## src/hw/ctrl_pin_pkg.sv

```systemverilog
// shared constants and types for the control-mode pin decoder
package ctrl_pin_pkg;

    // three sensed states of a configuration pin
    typedef enum logic [1:0]
    {
        LVL_LOW   = 2'b00,
        LVL_FLOAT = 2'b01,
        LVL_HIGH  = 2'b11
    } level_t;

    // internal reset sequencer, gray along hold -> count -> run
    typedef enum logic [1:0]
    {
        RST_HOLD  = 2'b00,
        RST_COUNT = 2'b01,
        RST_RUN   = 2'b11
    } rst_state_t;

    // pin slots in the sensed vector
    localparam int unsigned PIN_COUNT = 4;
    localparam int unsigned PIN_OUTPUT_LEVEL_SELECT  = 0;
    localparam int unsigned PIN_EDGE  = 1;
    localparam int unsigned PIN_MODE  = 2;
    localparam int unsigned PIN_CAL   = 3;

    // consecutive identical samples before a pin level is accepted
    localparam logic [2:0] SENSE_STABLE_CYCLES = 3'h4;

    // internal reset length after the external reset releases
    localparam logic [4:0] RST_HOLD_CYCLES = 5'h10;

    // register byte offsets
    localparam logic [3:0] OFS_STATUS  = 4'h0;
    localparam logic [3:0] OFS_CTRL    = 4'h4;
    localparam logic [3:0] OFS_SWORD   = 4'h8;
    localparam logic [3:0] OFS_SCOUNT  = 4'hc;

    // status field positions
    localparam int unsigned ST_RUN      = 0;
    localparam int unsigned ST_SERIAL   = 1;
    localparam int unsigned ST_FSR      = 2;
    localparam int unsigned ST_OUTPUT_LEVEL_SELECT     = 3;
    localparam int unsigned ST_EDGE     = 4;
    localparam int unsigned ST_DDR      = 5;
    localparam int unsigned ST_CAL_LONG = 6;
    localparam int unsigned ST_SER_EN   = 7;
    localparam int unsigned ST_LVL_LSB  = 8;

    // control field positions and reset value
    localparam int unsigned CTRL_DATA_OUTPUT_CLOCK_EN = 0;
    localparam logic        CTRL_DATA_OUTPUT_CLOCK_EN_RST = 1'b1;

    // classify a pin from its upper and lower threshold comparators
    function automatic level_t classify(input logic above_hi, input logic below_lo);
        if (above_hi && !below_lo)
            return LVL_HIGH;
        else if (below_lo && !above_hi)
            return LVL_LOW;
        else
            return LVL_FLOAT;
    endfunction

endpackage

```

## src/hw/pin_levels_if.sv

```systemverilog
// carrier for the filtered three-level pin states
`timescale 1ns/1ns
interface pin_levels_if;
    import ctrl_pin_pkg::*;
    level_t [PIN_COUNT-1:0] lvl;

    modport sense (output lvl);
    modport user  (input  lvl);
endinterface

```

## src/hw/tri_level_sense.sv

```systemverilog
// three-level pin sensing with a stability filter
`timescale 1ns/1ns
module tri_level_sense
    import ctrl_pin_pkg::*;
(
    // clock and reset
    input  wire logic                 clk,
    input  wire logic                 nrst,
    // comparator outputs per pin
    input  wire logic [PIN_COUNT-1:0] above_hi,
    input  wire logic [PIN_COUNT-1:0] below_lo,
    // filtered levels
    pin_levels_if.sense               levels
);

    typedef struct packed
    {
        level_t [PIN_COUNT-1:0]           lvl;
        level_t [PIN_COUNT-1:0]           cand;
        logic   [PIN_COUNT-1:0][2:0]      cnt;
    } sense_state_t;

    sense_state_t st;
    sense_state_t next_st;

    always_comb
    begin
        level_t raw;
        raw = LVL_FLOAT;
        next_st = st;
        for (int i = 0; i < PIN_COUNT; i++)
        begin
            raw = classify(above_hi[i], below_lo[i]);
            // a slow edge passing through mid-rail must not look like float
            if (raw != st.cand[i])
            begin
                next_st.cand[i] = raw;
                next_st.cnt[i]  = 3'h1;
            end
            else if (st.cnt[i] < SENSE_STABLE_CYCLES)
                next_st.cnt[i] = st.cnt[i] + 3'h1;
            else
                next_st.lvl[i] = st.cand[i];
        end
    end

    always_ff @(posedge clk or negedge nrst)
    begin
        if (!nrst)
            st <= '{lvl: '{default: LVL_FLOAT}, cand: '{default: LVL_FLOAT}, cnt: '0};
        else
            st <= next_st;
    end

    assign levels.lvl = st.lvl;
endmodule

```

## src/hw/control_mode_pin_decoder.sv

```systemverilog
// control-mode pin decoder with ahb-lite status and control registers
//
// Design decisions made here: the AHB-Lite register port and the register addresses.
`timescale 1ns/1ns
module control_mode_pin_decoder
    import ctrl_pin_pkg::*;
(
    // clock and reset
    input  wire logic                 I_CLK,
    input  wire logic                 I_NRST,
    // ahb-lite slave
    input  wire logic                 I_HSEL,
    input  wire logic [31:0]          I_HADDR,
    input  wire logic [1:0]           I_HTRANS,
    input  wire logic                 I_HWRITE,
    input  wire logic [2:0]           I_HSIZE,
    input  wire logic [31:0]          I_HWDATA,
    input  wire logic                 I_HREADY,
    output logic                      O_HREADYOUT,
    output logic                      O_HRESP,
    output logic [31:0]               O_HRDATA,
    // configuration pin comparators
    input  wire logic [PIN_COUNT-1:0] I_PIN_ABOVE_HI,
    input  wire logic [PIN_COUNT-1:0] I_PIN_BELOW_LO,
    // decoded configuration
    output logic                      O_ANALOG_POWER_DOWN,
    output logic                      O_SERIAL_MODE,
    output logic                      O_FSR_HIGH,
    output logic                      O_OUTPUT_LEVEL_HIGH,
    output logic                      O_OUTPUT_EDGE_SELECT,
    output logic                      O_DDR_MODE,
    output logic                      O_CAL_DELAY_LONG,
    // output data clocking
    output logic                      O_DATA_OUTPUT_CLOCK,
    output logic                      O_WORD_LAUNCH
);

    typedef struct packed
    {
        rst_state_t  rst_st;
        logic [4:0]  rst_cnt;
        logic        analog_pd;
        logic        serial_mode;
        logic        fsr_high;
        logic        output_level_select_high;
        logic        edge_rise;
        logic        ddr;
        logic        cal_long;
        logic        ser_en;
        logic        data_output_clock_en;
        logic        div;
        logic        data_output_clock;
        logic        launch;
        logic        sclk_q;
        logic        cs_q;
        logic [31:0] shreg;
        logic [31:0] sword;
        logic [15:0] scount;
        logic        wr_pend;
        logic [3:0]  wr_addr;
        logic [31:0] hrdata;
    } dec_state_t;

    dec_state_t st;
    dec_state_t next_st;

    pin_levels_if levels ();

    tri_level_sense u_sense
    (
        .clk      (I_CLK),
        .nrst     (I_NRST),
        .above_hi (I_PIN_ABOVE_HI),
        .below_lo (I_PIN_BELOW_LO),
        .levels   (levels.sense)
    );

    // register read decode, used at the address phase
    function automatic logic [31:0] read_reg(input dec_state_t s, input logic [3:0] ofs,
                                             input level_t [PIN_COUNT-1:0] lv);
        logic [31:0] d;
        d = 32'h0;
        unique case (ofs)
            OFS_STATUS:
            begin
                d[ST_RUN]      = (s.rst_st == RST_RUN);
                d[ST_SERIAL]   = s.serial_mode;
                d[ST_FSR]      = s.fsr_high;
                d[ST_OUTPUT_LEVEL_SELECT]     = s.output_level_select_high;
                d[ST_EDGE]     = s.edge_rise;
                d[ST_DDR]      = s.ddr;
                d[ST_CAL_LONG] = s.cal_long;
                d[ST_SER_EN]   = s.ser_en;
                d[ST_LVL_LSB +: 2*PIN_COUNT] = lv;
            end
            OFS_CTRL:   d[CTRL_DATA_OUTPUT_CLOCK_EN] = s.data_output_clock_en;
            OFS_SWORD:  d = s.sword;
            OFS_SCOUNT: d[15:0] = s.scount;
            default:    d = 32'h0;
        endcase
        return d;
    endfunction

    logic addr_take;
    assign addr_take = I_HSEL && I_HTRANS[1] && I_HREADY;

    always_comb
    begin
        logic   run;
        logic   pin_mode;
        logic   sclk;
        logic   serial_data_pin;
        logic   cs_n;
        level_t mode_lvl;
        run      = (st.rst_st == RST_RUN);
        mode_lvl = levels.lvl[PIN_MODE];
        pin_mode = 1'b0;
        sclk     = I_PIN_ABOVE_HI[PIN_OUTPUT_LEVEL_SELECT];
        serial_data_pin    = I_PIN_ABOVE_HI[PIN_EDGE];
        cs_n     = I_PIN_ABOVE_HI[PIN_CAL];
        next_st  = st;

        // clocked internal reset; nothing is decoded until the clock has run this long
        unique case (st.rst_st)
            RST_HOLD:
            begin
                next_st.rst_st  = RST_COUNT;
                next_st.rst_cnt = 5'h0;
            end
            RST_COUNT:
            begin
                next_st.rst_cnt = st.rst_cnt + 5'h1;
                if (st.rst_cnt == RST_HOLD_CYCLES - 5'h1)
                begin
                    next_st.rst_st    = RST_RUN;
                    next_st.analog_pd = 1'b0;
                end
            end
            RST_RUN: ;
        endcase

        if (run)
        begin
            pin_mode            = (mode_lvl != LVL_FLOAT);
            next_st.serial_mode = !pin_mode;
            next_st.ser_en      = (levels.lvl[PIN_CAL] == LVL_FLOAT);
            if (pin_mode)
            begin
                next_st.fsr_high  = (mode_lvl == LVL_HIGH);
                next_st.output_level_select_high = (levels.lvl[PIN_OUTPUT_LEVEL_SELECT] == LVL_HIGH);
                next_st.ddr       = (levels.lvl[PIN_EDGE] == LVL_FLOAT);
                next_st.edge_rise = (levels.lvl[PIN_EDGE] == LVL_HIGH);
                next_st.cal_long  = (levels.lvl[PIN_CAL] == LVL_HIGH);
            end
            else
            begin
                // pin-set swing, range and edge hold; the serial word does not drive them
                next_st.cal_long = 1'b0;
            end
        end

        // serial capture: shift on serial clock rise while chip select is low
        next_st.sclk_q = sclk;
        next_st.cs_q   = cs_n;
        if (run && st.serial_mode)
        begin
            if (!cs_n && sclk && !st.sclk_q)
                next_st.shreg = {st.shreg[30:0], serial_data_pin};
            if (cs_n && !st.cs_q)
            begin
                next_st.sword  = st.shreg;
                next_st.scount = st.scount + 16'h1;
            end
        end

        // output data clock: half input rate single edge, quarter rate double edge
        next_st.launch = 1'b0;
        if (run && st.data_output_clock_en)
        begin
            // entering double rate, wait one cycle so the first half period is two cycles
            next_st.div = st.ddr ? !st.div : 1'b0;
            if (!st.ddr || st.div)
            begin
                next_st.data_output_clock   = !st.data_output_clock;
                // judged against the mode that stands with this clock level
                next_st.launch = next_st.ddr || (!st.data_output_clock == next_st.edge_rise);
            end
        end

        // ahb-lite: data registered at the address phase, so no wait states
        next_st.wr_pend = addr_take && I_HWRITE;
        if (addr_take)
            next_st.wr_addr = I_HADDR[3:0];
        if (addr_take && !I_HWRITE)
            next_st.hrdata = read_reg(st, I_HADDR[3:0], levels.lvl);
        if (st.wr_pend && st.wr_addr == OFS_CTRL)
            next_st.data_output_clock_en = I_HWDATA[CTRL_DATA_OUTPUT_CLOCK_EN];
    end

    always_ff @(posedge I_CLK or negedge I_NRST)
    begin
        if (!I_NRST)
        begin
            st           <= '0;
            st.rst_st    <= RST_HOLD;
            st.analog_pd <= 1'b1;
            st.data_output_clock_en   <= CTRL_DATA_OUTPUT_CLOCK_EN_RST;
            st.sclk_q    <= 1'b1;
            st.cs_q      <= 1'b1;
        end
        else
            st <= next_st;
    end

    assign O_HREADYOUT          = 1'b1;
    assign O_HRESP              = 1'b0;
    assign O_HRDATA             = st.hrdata;
    assign O_ANALOG_POWER_DOWN  = st.analog_pd;
    assign O_SERIAL_MODE        = st.serial_mode;
    assign O_FSR_HIGH           = st.fsr_high;
    assign O_OUTPUT_LEVEL_HIGH  = st.output_level_select_high;
    assign O_OUTPUT_EDGE_SELECT = st.edge_rise;
    assign O_DDR_MODE           = st.ddr;
    assign O_CAL_DELAY_LONG     = st.cal_long;
    assign O_DATA_OUTPUT_CLOCK  = st.data_output_clock;
    assign O_WORD_LAUNCH        = st.launch;
endmodule

```

## config.mk

```make
export PLATFORM = sky130hd
export DESIGN_NAME = control_mode_pin_decoder
export DESIGN_NICKNAME = d
export VERILOG_FILES = /design/src/hw/ctrl_pin_pkg.sv /design/src/hw/pin_levels_if.sv /design/src/hw/tri_level_sense.sv /design/src/hw/control_mode_pin_decoder.sv
export SDC_FILE = /design/constraint.sdc
export NUM_CORES = 1
export LEC_CHECK = 0
export BUFFER_PORTS_ARGS = -buffer_cell sky130_fd_sc_hd__buf_2
export CORE_ASPECT_RATIO = 0.7
export CORE_UTILIZATION = 45
export CTS_CLUSTER_SIZE = 28
export DETAILED_ROUTE_END_ITERATION = 10
export PLACE_DENSITY = 0.74
export SETUP_SLACK_MARGIN = 0.2
export SLEW_MARGIN = 20
export SYNTH_ARGS = -nofsm -noshare
export SYNTH_HDL_FRONTEND = slang
export SYNTH_HIERARCHICAL = 1
export SYNTH_SLANG_ARGS = --single-unit
```

## constraint.sdc

```tcl
create_clock -name I_CLK -period 1.7 [get_ports I_CLK]
set_input_delay 0.425 -clock I_CLK [delete_from_list [all_inputs] [get_ports I_CLK]]
set_output_delay 0.425 -clock I_CLK [all_outputs]
set_load 0.005 [all_outputs]
```

==> impl_metrics.tcl, run 1 <==
set metrics [dict create \
    reg2reg_to "st[92]" \
    fin_ws_ns 0.191 \
    clockRootBuffer "clkbuf_16" \
    clockBufferDepth 2 \
    setup_viol 0 \
    cap_violations 0 \
    yosysTopAreaCell "dfrtp_1" \
    yosysTopAreaCellShare 0.509 \
    final_cells 964 \
    coreArea_um2 16400 \
    cts_sinks 166 \
    dr.pass1.iters 5 \
    post_drt_wl_per_cell_um 15.8 \
    grt_overflow 0 \
    outcome "finished, final reports clean" \
    finalCritPeriodShare 0.888 \
    final_common_cell "dfrtp_1" \
    fmax_mhz 663 \
    yosys-top-cells-area "dfrtp_1 (51%), mux2_2 (7.7%), nand2_1 (7.0%)" \
    dpl_worst_slack_ns 0.0329 \
    cts_made_buffers 17 \
    arrival_ns 1.08 \
    timing.rr.start "st[136]" \
    synthToLayoutAreaGrowth_pct 15.0 \
    p_leak_nw 4.33 \
    ys.flop_type "dfrtp_1" \
    vias_per_cell 5.17 \
    fin_crit_ns 1.51 \
    clk_pin_slew_ns 0.07 \
    fin_nets 816 \
    r2r_setup_slack_ns 0.20 \
    antenna_cells 0 \
    grt_usage 0.188 \
    die_y_um 111 \
    io_pins 125 \
    ir_worst_vdd_mv 0.561 \
    synth_edf_count 0 \
    worstRegToRegCells 5 \
    die-width_um 157 \
    tns_ns 0 \
    ys_ff_latch 166 \
    gp_congestion 0.812 \
    wirelength_um 15200 \
    drc 0 \
    finClkSkew_ns 0.0123 \
    grt_max_degree 52 \
    grt_pass1_vias 5020 \
    whs_endpoint "st[122]" \
    rsz0062_at_grt "yes" \
    dp_hpwl_um 10200 \
    end_kind "output port" \
    yosysUniqueCellTypes 54 \
    antenna_found_initial 0 \
    fin_area_um2 8710 \
    io_buffer_count 59 \
    path_max_fanout 3 \
    die_area_um2 17400 \
    cts_tree "done" \
    vias 4987 \
    hold_start "I_HWDATA[0]" \
    synth_warnings 6 \
    htree_levels 4 \
    worstHoldPathType "in -> reg" \
    syn_area_um2 7570 \
    start_kind "flip-flop" \
    syn_avg_cell_area_um2 11.0 \
    rows 39 \
    grt_pass1_wl_um 25500 \
    drive_gt1_frac 0.299 \
    min_path_cells 2 \
    route.antenna.remaining_nets 0 \
    synth_cells 689 \
    syn_nets 778 \
    cp.required_ns 1.27 \
    hold_viol 0 \
    placed_area_um2 7940 \
    clock_latency_ns 0.42 \
    drt_iter0_drc 331 \
    synthArstFlopShare 1.00 \
    finalMaxSlewViolations 0 \
    final_cell_mix "dfrtp_1 (152), nand2_1 (142), buf_2 (57)" \
    synth_seq_area_share 0.550 \
    dp_cells 923 \
    powerDensity_nw_per_um2 1150 \
    path_class "reg -> out" \
    initial_core_util 0.462 \
]
[final cells by class]
class                      count  area, um^2
fill                        1430        7690
sequential                   166        4170
multi-input combinational    435        2920
timing repair buffer          95         697
clock buffer                  19         453
tap                          225         282
clock inverter                12         141
inverter                      12        45.0
[per-layer routing]
| layer | wire length, um | share of wire | GRT usage |
|---|---|---|---|
| met5 | 0 | 0 | 0 |
| met4 | 210 | 0.014 | 0.0634 |
| met3 | 706 | 0.046 | 0.0475 |
| met2 | 6560 | 0.43 | 0.269 |
| met1 | 7730 | 0.51 | 0.276 |
[report_power, final]
part           total, mW  leakage [nW]  internal (mW)  switching [mW]
clock               3.78         0.284           2.14            1.64
sequential          4.83          2.18           4.38           0.449
combinational       1.37          1.87          0.682           0.692
[cell families (layout without fill, tap and decap cells)]
group	after synthesis	after routing	synth area share
AO/OA/AOI/OAI	108	108	0.0986
XOR/XNOR	25	25	0.0289
adder cells (fa/ha/maj)	7	7	0.0116
buffers and inverters	88	138	0.0725
flip-flops	166	166	0.550
multiplexers	57	57	0.0839
other	2	2	0.000992
AND/OR/NAND/NOR	236	236	0.153
[per-stage QoR]
step                      utilization  hold WS [ns]  power [mW]
after floorplan                     -         0.129        5.67
after global placement          0.484         0.351        6.11
after detailed placement        0.484         0.350        6.17
after CTS                       0.524         0.219        10.0
after global routing            0.531         0.218        10.5
final                           0.531         0.235        9.99
[cells in the mapped netlist, types with 3 or more instances]
master    count
buf_2        12
mux2_2       52
a21o_1        6
nand2_1     142
or3_4         4
a22o_1       15
a22o_2        5
a21oi_1      10
buf_4        46
inv_2         4
xnor2_1      13
o21ai_1       3
nand3_1      12
a211o_1       4
a22oi_1      15
ha_1          7
a31oi_1       4
or3b_2        4
o21ai_0      31
nor4b_1       4
dfstp_2      12
a32o_1        5
nor3_1        6
inv_1         8
dfrtp_1     154
nor2_1       20
and2b_1       4
nand2b_1      9
o31ai_1       6
nand3b_1      3
mux2i_1       5
nor2b_1       6
clkbuf_1     15
and2_1        3
nand4_1       5
xor2_1       12
[worst max-delay path: stages (launching register included)]
cell and delay, ns:
dfrtp_1 0.41, buf_6 0.14, buf_6 0.10
[sequential cells by signal, summed over array words and instances, names as in the netlist]
| signal | count |
|---|---|
| st | 97 |
| O_HRDATA | 32 |
| u_sense/st | 20 |
| u_sense/levels.lvl | 8 |
| O_ANALOG_POWER_DOWN | 1 |
| O_CAL_DELAY_LONG | 1 |
| O_DATA_OUTPUT_CLOCK | 1 |
| O_DDR_MODE | 1 |
| O_FSR_HIGH | 1 |
| O_OUTPUT_EDGE_SELECT | 1 |
| O_OUTPUT_LEVEL_HIGH | 1 |
| O_SERIAL_MODE | 1 |
| O_WORD_LAUNCH | 1 |
[how the worst max path moves through the flow]
stage,start,endpoint,slack (ns),depth (start not counted)
after floorplan,st[136],st[100],0.18,6
after global placement,I_HADDR[2],O_HRDATA[3],0.04,4
after detailed placement,I_HADDR[2],O_HRDATA[3],0.03,4
after CTS,O_SERIAL_MODE,O_SERIAL_MODE,0.18,2
after global routing,O_SERIAL_MODE,st[48],0.13,4
final,O_SERIAL_MODE,O_SERIAL_MODE,0.19,2
[repair_timing]
action,4_1_cts,5_1_grt
cloned,0,2
resized for setup,8,10
buffers inserted,2,5
setup endpoints to repair,38,69
pin swaps,0,3
hold buffers,1,0
endpoints found under the hold margin,29,0
No activity file was read; power rests on OpenSTA's default activity.
==> run 2: changes to the inputs <==
--- a/config.mk
+++ b/config.mk
@@ -6,11 +6,11 @@
 export NUM_CORES = 1
 export LEC_CHECK = 0
 export BUFFER_PORTS_ARGS = -buffer_cell sky130_fd_sc_hd__buf_2
-export CORE_ASPECT_RATIO = 0.7
-export CORE_UTILIZATION = 45
+export CORE_ASPECT_RATIO = 0.6
+export CORE_UTILIZATION = 61
 export CTS_CLUSTER_SIZE = 28
 export DETAILED_ROUTE_END_ITERATION = 10
-export PLACE_DENSITY = 0.74
+export PLACE_DENSITY = 0.93
 export SETUP_SLACK_MARGIN = 0.2
 export SLEW_MARGIN = 20
 export SYNTH_ARGS = -nofsm -noshare
==> constraint.sdc (replaced) <==
create_clock -name I_CLK -period 1.75 [get_ports I_CLK]
set_input_delay 0.4375 -clock I_CLK [delete_from_list [all_inputs] [get_ports I_CLK]]
set_output_delay 0.4375 -clock I_CLK [all_outputs]
set_load 0.005 [all_outputs]
==> run 2 against run 1 <==
Compared with the run above: worst setup slack worse by 0.098 ns; combinational power is 5% higher; power is 0.64% higher; sequential power is 2% lower; clock skew is 0.00053 ns lower; cell area is 1.7% lower; flip-flop and latch count stayed put; register-to-register slack worse by 0.11 ns; first-iteration DRC count is 63% higher; final cell count is 6.7% lower; utilization is 18 points higher; critical path type is now reg -> reg; largest cell class unchanged.
==> impl_metrics.tcl, run 2 (same netlist as run 1, synthesis figures left out) <==
set metrics [dict create \
    vias 5605 \
    clk_pin_slew_ns 0.07 \
    antenna_cells 0 \
    p_int_mw 6.99 \
    p_comb_frac 0.143 \
    worstHoldPathType "in -> reg" \
    drc 0 \
    clockPowerShare 0.386 \
    fill_cells 719 \
    cp_top_family "simple AND/OR/NAND/NOR gates" \
    finClkSkew_ns 0.0118 \
    grt_max_degree 42 \
    arrival_ns 2.00 \
    vias_per_cell 6.23 \
    end_kind "flip-flop" \
    grt_pass1_vias 5667 \
    hold_viol 0 \
    rows 31 \
    p_leak_nw 4.29 \
    gp_congestion 0.859 \
    route.antenna.remaining_nets 0 \
    finalMaxSlewViolations 0 \
    clockBufferDepth 2 \
    cts_made_buffers 17 \
    cts_tree "done" \
    rsz0062_at_grt "yes" \
    cts_sinks 166 \
    final_common_cell "dfrtp_1" \
    swShare 0.304 \
    grt_overflow 0 \
    dp_hpwl_um 11700 \
    path_class "reg -> reg" \
    p_seq_frac 0.470 \
    coreArea_um2 12100 \
    ir_worst_vdd_mv 0.711 \
    p_switching_mw 3.06 \
    grt_pass1_wl_um 28800 \
    top_register "st" \
    start_kind "flip-flop" \
    clockRootBuffer "clkbuf_16" \
    largest_register_ffs 97 \
    io_pins 125 \
    initial_core_util 0.628 \
    drt_iter0_drc 538 \
    outcome "finished, final reports clean" \
    finalCritPeriodShare 0.947 \
    io_buffer_count 59 \
    fin_nets 810 \
    grt_usage 0.294 \
    path_max_fanout 6 \
    cp.required_ns 2.10 \
    cp_slowest_cell "dfrtp_2" \
    powerDensity_nw_per_um2 1170 \
    post_drt_wl_per_cell_um 20.8 \
    clock_latency_ns 0.43 \
    drive_gt1_frac 0.301 \
    total_power_mw 10.0 \
    wirelength_um 18700 \
    ff_latch_area_um2 4170 \
    die_y_um 88.3 \
    fin_crit_ns 1.66 \
    fmax_mhz 603 \
    cap_violations 0 \
    die-width_um 146 \
    antenna_found_initial 1 \
    synthToLayoutAreaGrowth_pct 13.0 \
    dr.pass1.iters 5 \
    htree_levels 4 \
    cp.buffers_inverters 0 \
    tns_ns 0 \
    setup_viol 0 \
    final_cell_mix "dfrtp_1 (151), nand2_1 (141), buf_2 (58)" \
    die_area_um2 12900 \
    multiInputGateArea_um2 2930 \
    max_stage_delay_ns 0.42 \
    cp_cell_sequence "and4b_2 > nand4_4 > nor3_1 > xor2_1" \
]
==> run 2: metal layers <==
layer  wire length, um  vias up  global-route usage
met2              8660      385               0.481
met4               889        2               0.182
met3              1760       97              0.0711
met1              7370     2729               0.364
met5                11        -                   0
li1                  -     2392                   -
==> run 2: what timing repair did <==
| action | 4_1_cts | 5_1_grt |
|---|---|---|
| pin swaps | 1 | 0 |
| resized for setup | 5 | 13 |
| buffers inserted | 3 | 0 |
| hold buffers | 1 | 0 |
| endpoints found under the hold margin | 30 | 0 |
| setup endpoints to repair | 31 | 52 |
==> run 2: power groups by stage <==
stage	combinational [mW]	clock [mW]	sequential [mW]
2_1_floorplan	0.946	0	4.56
3_3_place_gp	1.16	0	4.70
3_5_place_dp	1.28	0	4.75
4_1_cts	1.37	3.88	4.68
5_1_grt	1.56	4.07	4.75
6_report	1.44	3.88	4.73
==> run 2: layout make-up <==
cell class	instances	share of cell area
clock inverter	14	0.0202
clock buffer	18	0.0513
timing repair buffer	89	0.0696
inverter	12	0.00526
tap	165	0.0241
multi-input combinational	435	0.342
sequential	166	0.487
==> run 2: final timing paths <==
kind	startpoint	to	slack, ns	depth (start not counted)
max in group asynchronous	I_NRST	st[122]	0.61	3
min reg2reg	st[60]	st[60]	0.48	2
min	I_HWDATA[0]	st[122]	0.25	2
max reg2reg	O_SERIAL_MODE	st[42]	0.09	4
min in group asynchronous	I_NRST	O_HRDATA[22]	0.50	2
max	O_SERIAL_MODE	st[42]	0.09	4
==> run 2: through the flow <==
step                hold slack (ns)  setup WS, ns  instances  area (um^2)   util
finish                        0.252        0.0925        899         8560  0.710
global route                  0.254        0.0652        899         8560  0.710
CTS                           0.250         0.194        899         8500  0.705
detailed placement            0.378        0.0571        863         7840  0.650
global placement              0.372         0.121        863         7840  0.650
floorplan                     0.142         0.224        689         7570      -
==> run 3: changes to the inputs <==
--- a/config.mk
+++ b/config.mk
@@ -7,10 +7,10 @@
 export LEC_CHECK = 0
 export BUFFER_PORTS_ARGS = -buffer_cell sky130_fd_sc_hd__buf_2
 export CORE_ASPECT_RATIO = 0.6
-export CORE_UTILIZATION = 61
+export CORE_UTILIZATION = 55
 export CTS_CLUSTER_SIZE = 28
 export DETAILED_ROUTE_END_ITERATION = 10
-export PLACE_DENSITY = 0.93
+export PLACE_DENSITY = 0.86
 export SETUP_SLACK_MARGIN = 0.2
 export SLEW_MARGIN = 20
 export SYNTH_ARGS = -nofsm -noshare
==> run 3 against run 2 <==
Compared with the run above: combinational power shrank 8%; sequential share of layout area grew 0.11 points; die area grew 11%; clock skew shrank 0.0023 ns; global-route usage shrank 4.1 points; non-clock buffer count shrank 3; register-to-register slack gained 0.06 ns; power shrank 2.0%; critical endpoint is now st[50]; largest cell class unchanged.
==> impl_metrics.tcl, run 3 (same netlist as run 1, synthesis figures left out) <==
set metrics [dict create \
    p_leak_nw 4.25 \
    initial_core_util 0.577 \
    critPathLaunch "st[42]" \
    clockBufferDepth 2 \
    vias_per_cell 5.87 \
    final_cells 901 \
    p_int_mw 6.83 \
    antenna_cells 0 \
    route.antenna.remaining_nets 0 \
    powerDensity_nw_per_um2 1150 \
    largest_register_ffs 97 \
    hold_viol 0 \
    ir_worst_vdd_mv 0.586 \
    grt_pass1_wl_um 27800 \
    setup_viol 0 \
    worstHoldPathType "in -> reg" \
    io_pins 125 \
    io_buffer_count 59 \
    max_stage_delay_ns 0.49 \
    cts_setup_buffers 0 \
    cp_top_family "simple AND/OR/NAND/NOR gates" \
    top_register "st" \
    timing.rr.start "st[42]" \
    grt_overflow 0 \
    cp_cell_sequence "nand4_1 > or3_1 > nor3_1 > xor2_1" \
    drt_iter0_drc 510 \
    cp_slowest_cell "dfrtp_1" \
    coreArea_um2 13100 \
    drc 0 \
    fmax_mhz 626 \
    dpl_worst_slack_ns 0.0325 \
    clk_pin_slew_ns 0.07 \
    fin_crit_ns 1.60 \
    htree_levels 4 \
    post_drt_wl_per_cell_um 18.7 \
    rsz0062_at_grt "yes" \
    p_comb_frac 0.135 \
    die-width_um 153 \
    cap_violations 0 \
    path_max_fanout 6 \
    hold_start "I_HWDATA[0]" \
    outcome "finished, final reports clean" \
    cts_tree "done" \
    end_kind "flip-flop" \
    clock_latency_ns 0.43 \
    arrival_ns 1.93 \
    grt_pass1_vias 5581 \
    path_class "reg -> reg" \
    fin_nets 807 \
    finalCritPeriodShare 0.913 \
    rows 32 \
    p_seq_frac 0.479 \
    cp.required_ns 2.08 \
    grt_max_degree 43 \
    fin_ws_ns 0.153 \
    dp_cells 866 \
    finalMaxSlewViolations 0 \
    antenna_found_initial 0 \
    die_area_um2 14300 \
    synthToLayoutAreaGrowth_pct 12.8 \
    vias 5287 \
    worst_hold_slack_ns 0.247 \
    cts_made_buffers 17 \
    die_y_um 92.9 \
    cts_sinks 166 \
    tns_ns 0 \
    clockRootBuffer "clkbuf_16" \
    start_kind "flip-flop" \
    grt_usage 0.253 \
    clockPowerShare 0.387 \
    drive_gt1_frac 0.293 \
    dr.pass1.iters 5 \
    final_common_cell "dfrtp_1" \
    p_switching_mw 3.02 \
    swShare 0.307 \
    finClkSkew_ns 0.00951 \
    wirelength_um 16800 \
    dp_hpwl_um 10800 \
    cp.buffers_inverters 0 \
    final_cell_mix "dfrtp_1 (150), nand2_1 (142), buf_2 (58)" \
    gp_congestion 0.871 \
]
[run 3: cell type report]
type | count | area [um^2]
Clock inverter | 15 | 201
Sequential cell | 166 | 4170
Fill cell | 923 | 4590
Inverter | 12 | 45.0
Tap cell | 170 | 213
Multi-Input combinational cell | 435 | 2890
Timing Repair Buffer | 86 | 598
Clock buffer | 17 | 425
[run 3: worst paths after layout]
path / slack [ns] / endpoint / cells after the start
min in group asynchronous: 0.48 / O_HRDATA[13] / 2
worst min-delay path: 0.25 / st[122] / 2
worst max register to register: 0.15 / st[50] / 4
worst min register to register: 0.46 / st[84] / 2
max in group asynchronous: 0.66 / st[86] / 3
worst max-delay path: 0.15 / st[50] / 4
[run 3: power by group through the flow]
| stage | clock network [mW] | registers (mW) | logic (mW) |
|---|---|---|---|
| 5_1_grt | 4.04 | 4.76 | 1.47 |
| 3_3_place_gp | 0 | 4.71 | 1.17 |
| 2_1_floorplan | 0 | 4.56 | 0.946 |
| 4_1_cts | 3.86 | 4.69 | 1.30 |
| 6_report | 3.81 | 4.71 | 1.33 |
| 3_5_place_dp | 0 | 4.74 | 1.27 |
[run 3: metrics by stage]
stage	area (um^2)	util	power, mW
2_1_floorplan	7570	-	5.50
3_3_place_gp	7830	0.596	5.88
3_5_place_dp	7830	0.596	6.01
4_1_cts	8480	0.646	9.85
5_1_grt	8540	0.651	10.3
6_report	8540	0.651	9.85
[run 3: repair_timing]
action	in CTS	in global routing
cloned	0	2
gates resized for setup	4	9
hold endpoints to repair	27	0
hold buffers	1	0
setup endpoints to repair	12	74
[run 3: metal layers]
layer,up-vias,part of all wire,global-route usage
met3,51,0.070,0.0753
met2,216,0.47,0.411
met4,0,0.026,0.103
met5,-,0,0
met1,2635,0.44,0.318
li1,2385,-,-
[run 3: worst register-to-register path, cell delays in order, from the launching register on]
cell     delay (ns)
dfrtp_1        0.49
nand4_1        0.18
or3_1          0.39
nor3_1         0.22
xor2_1         0.24
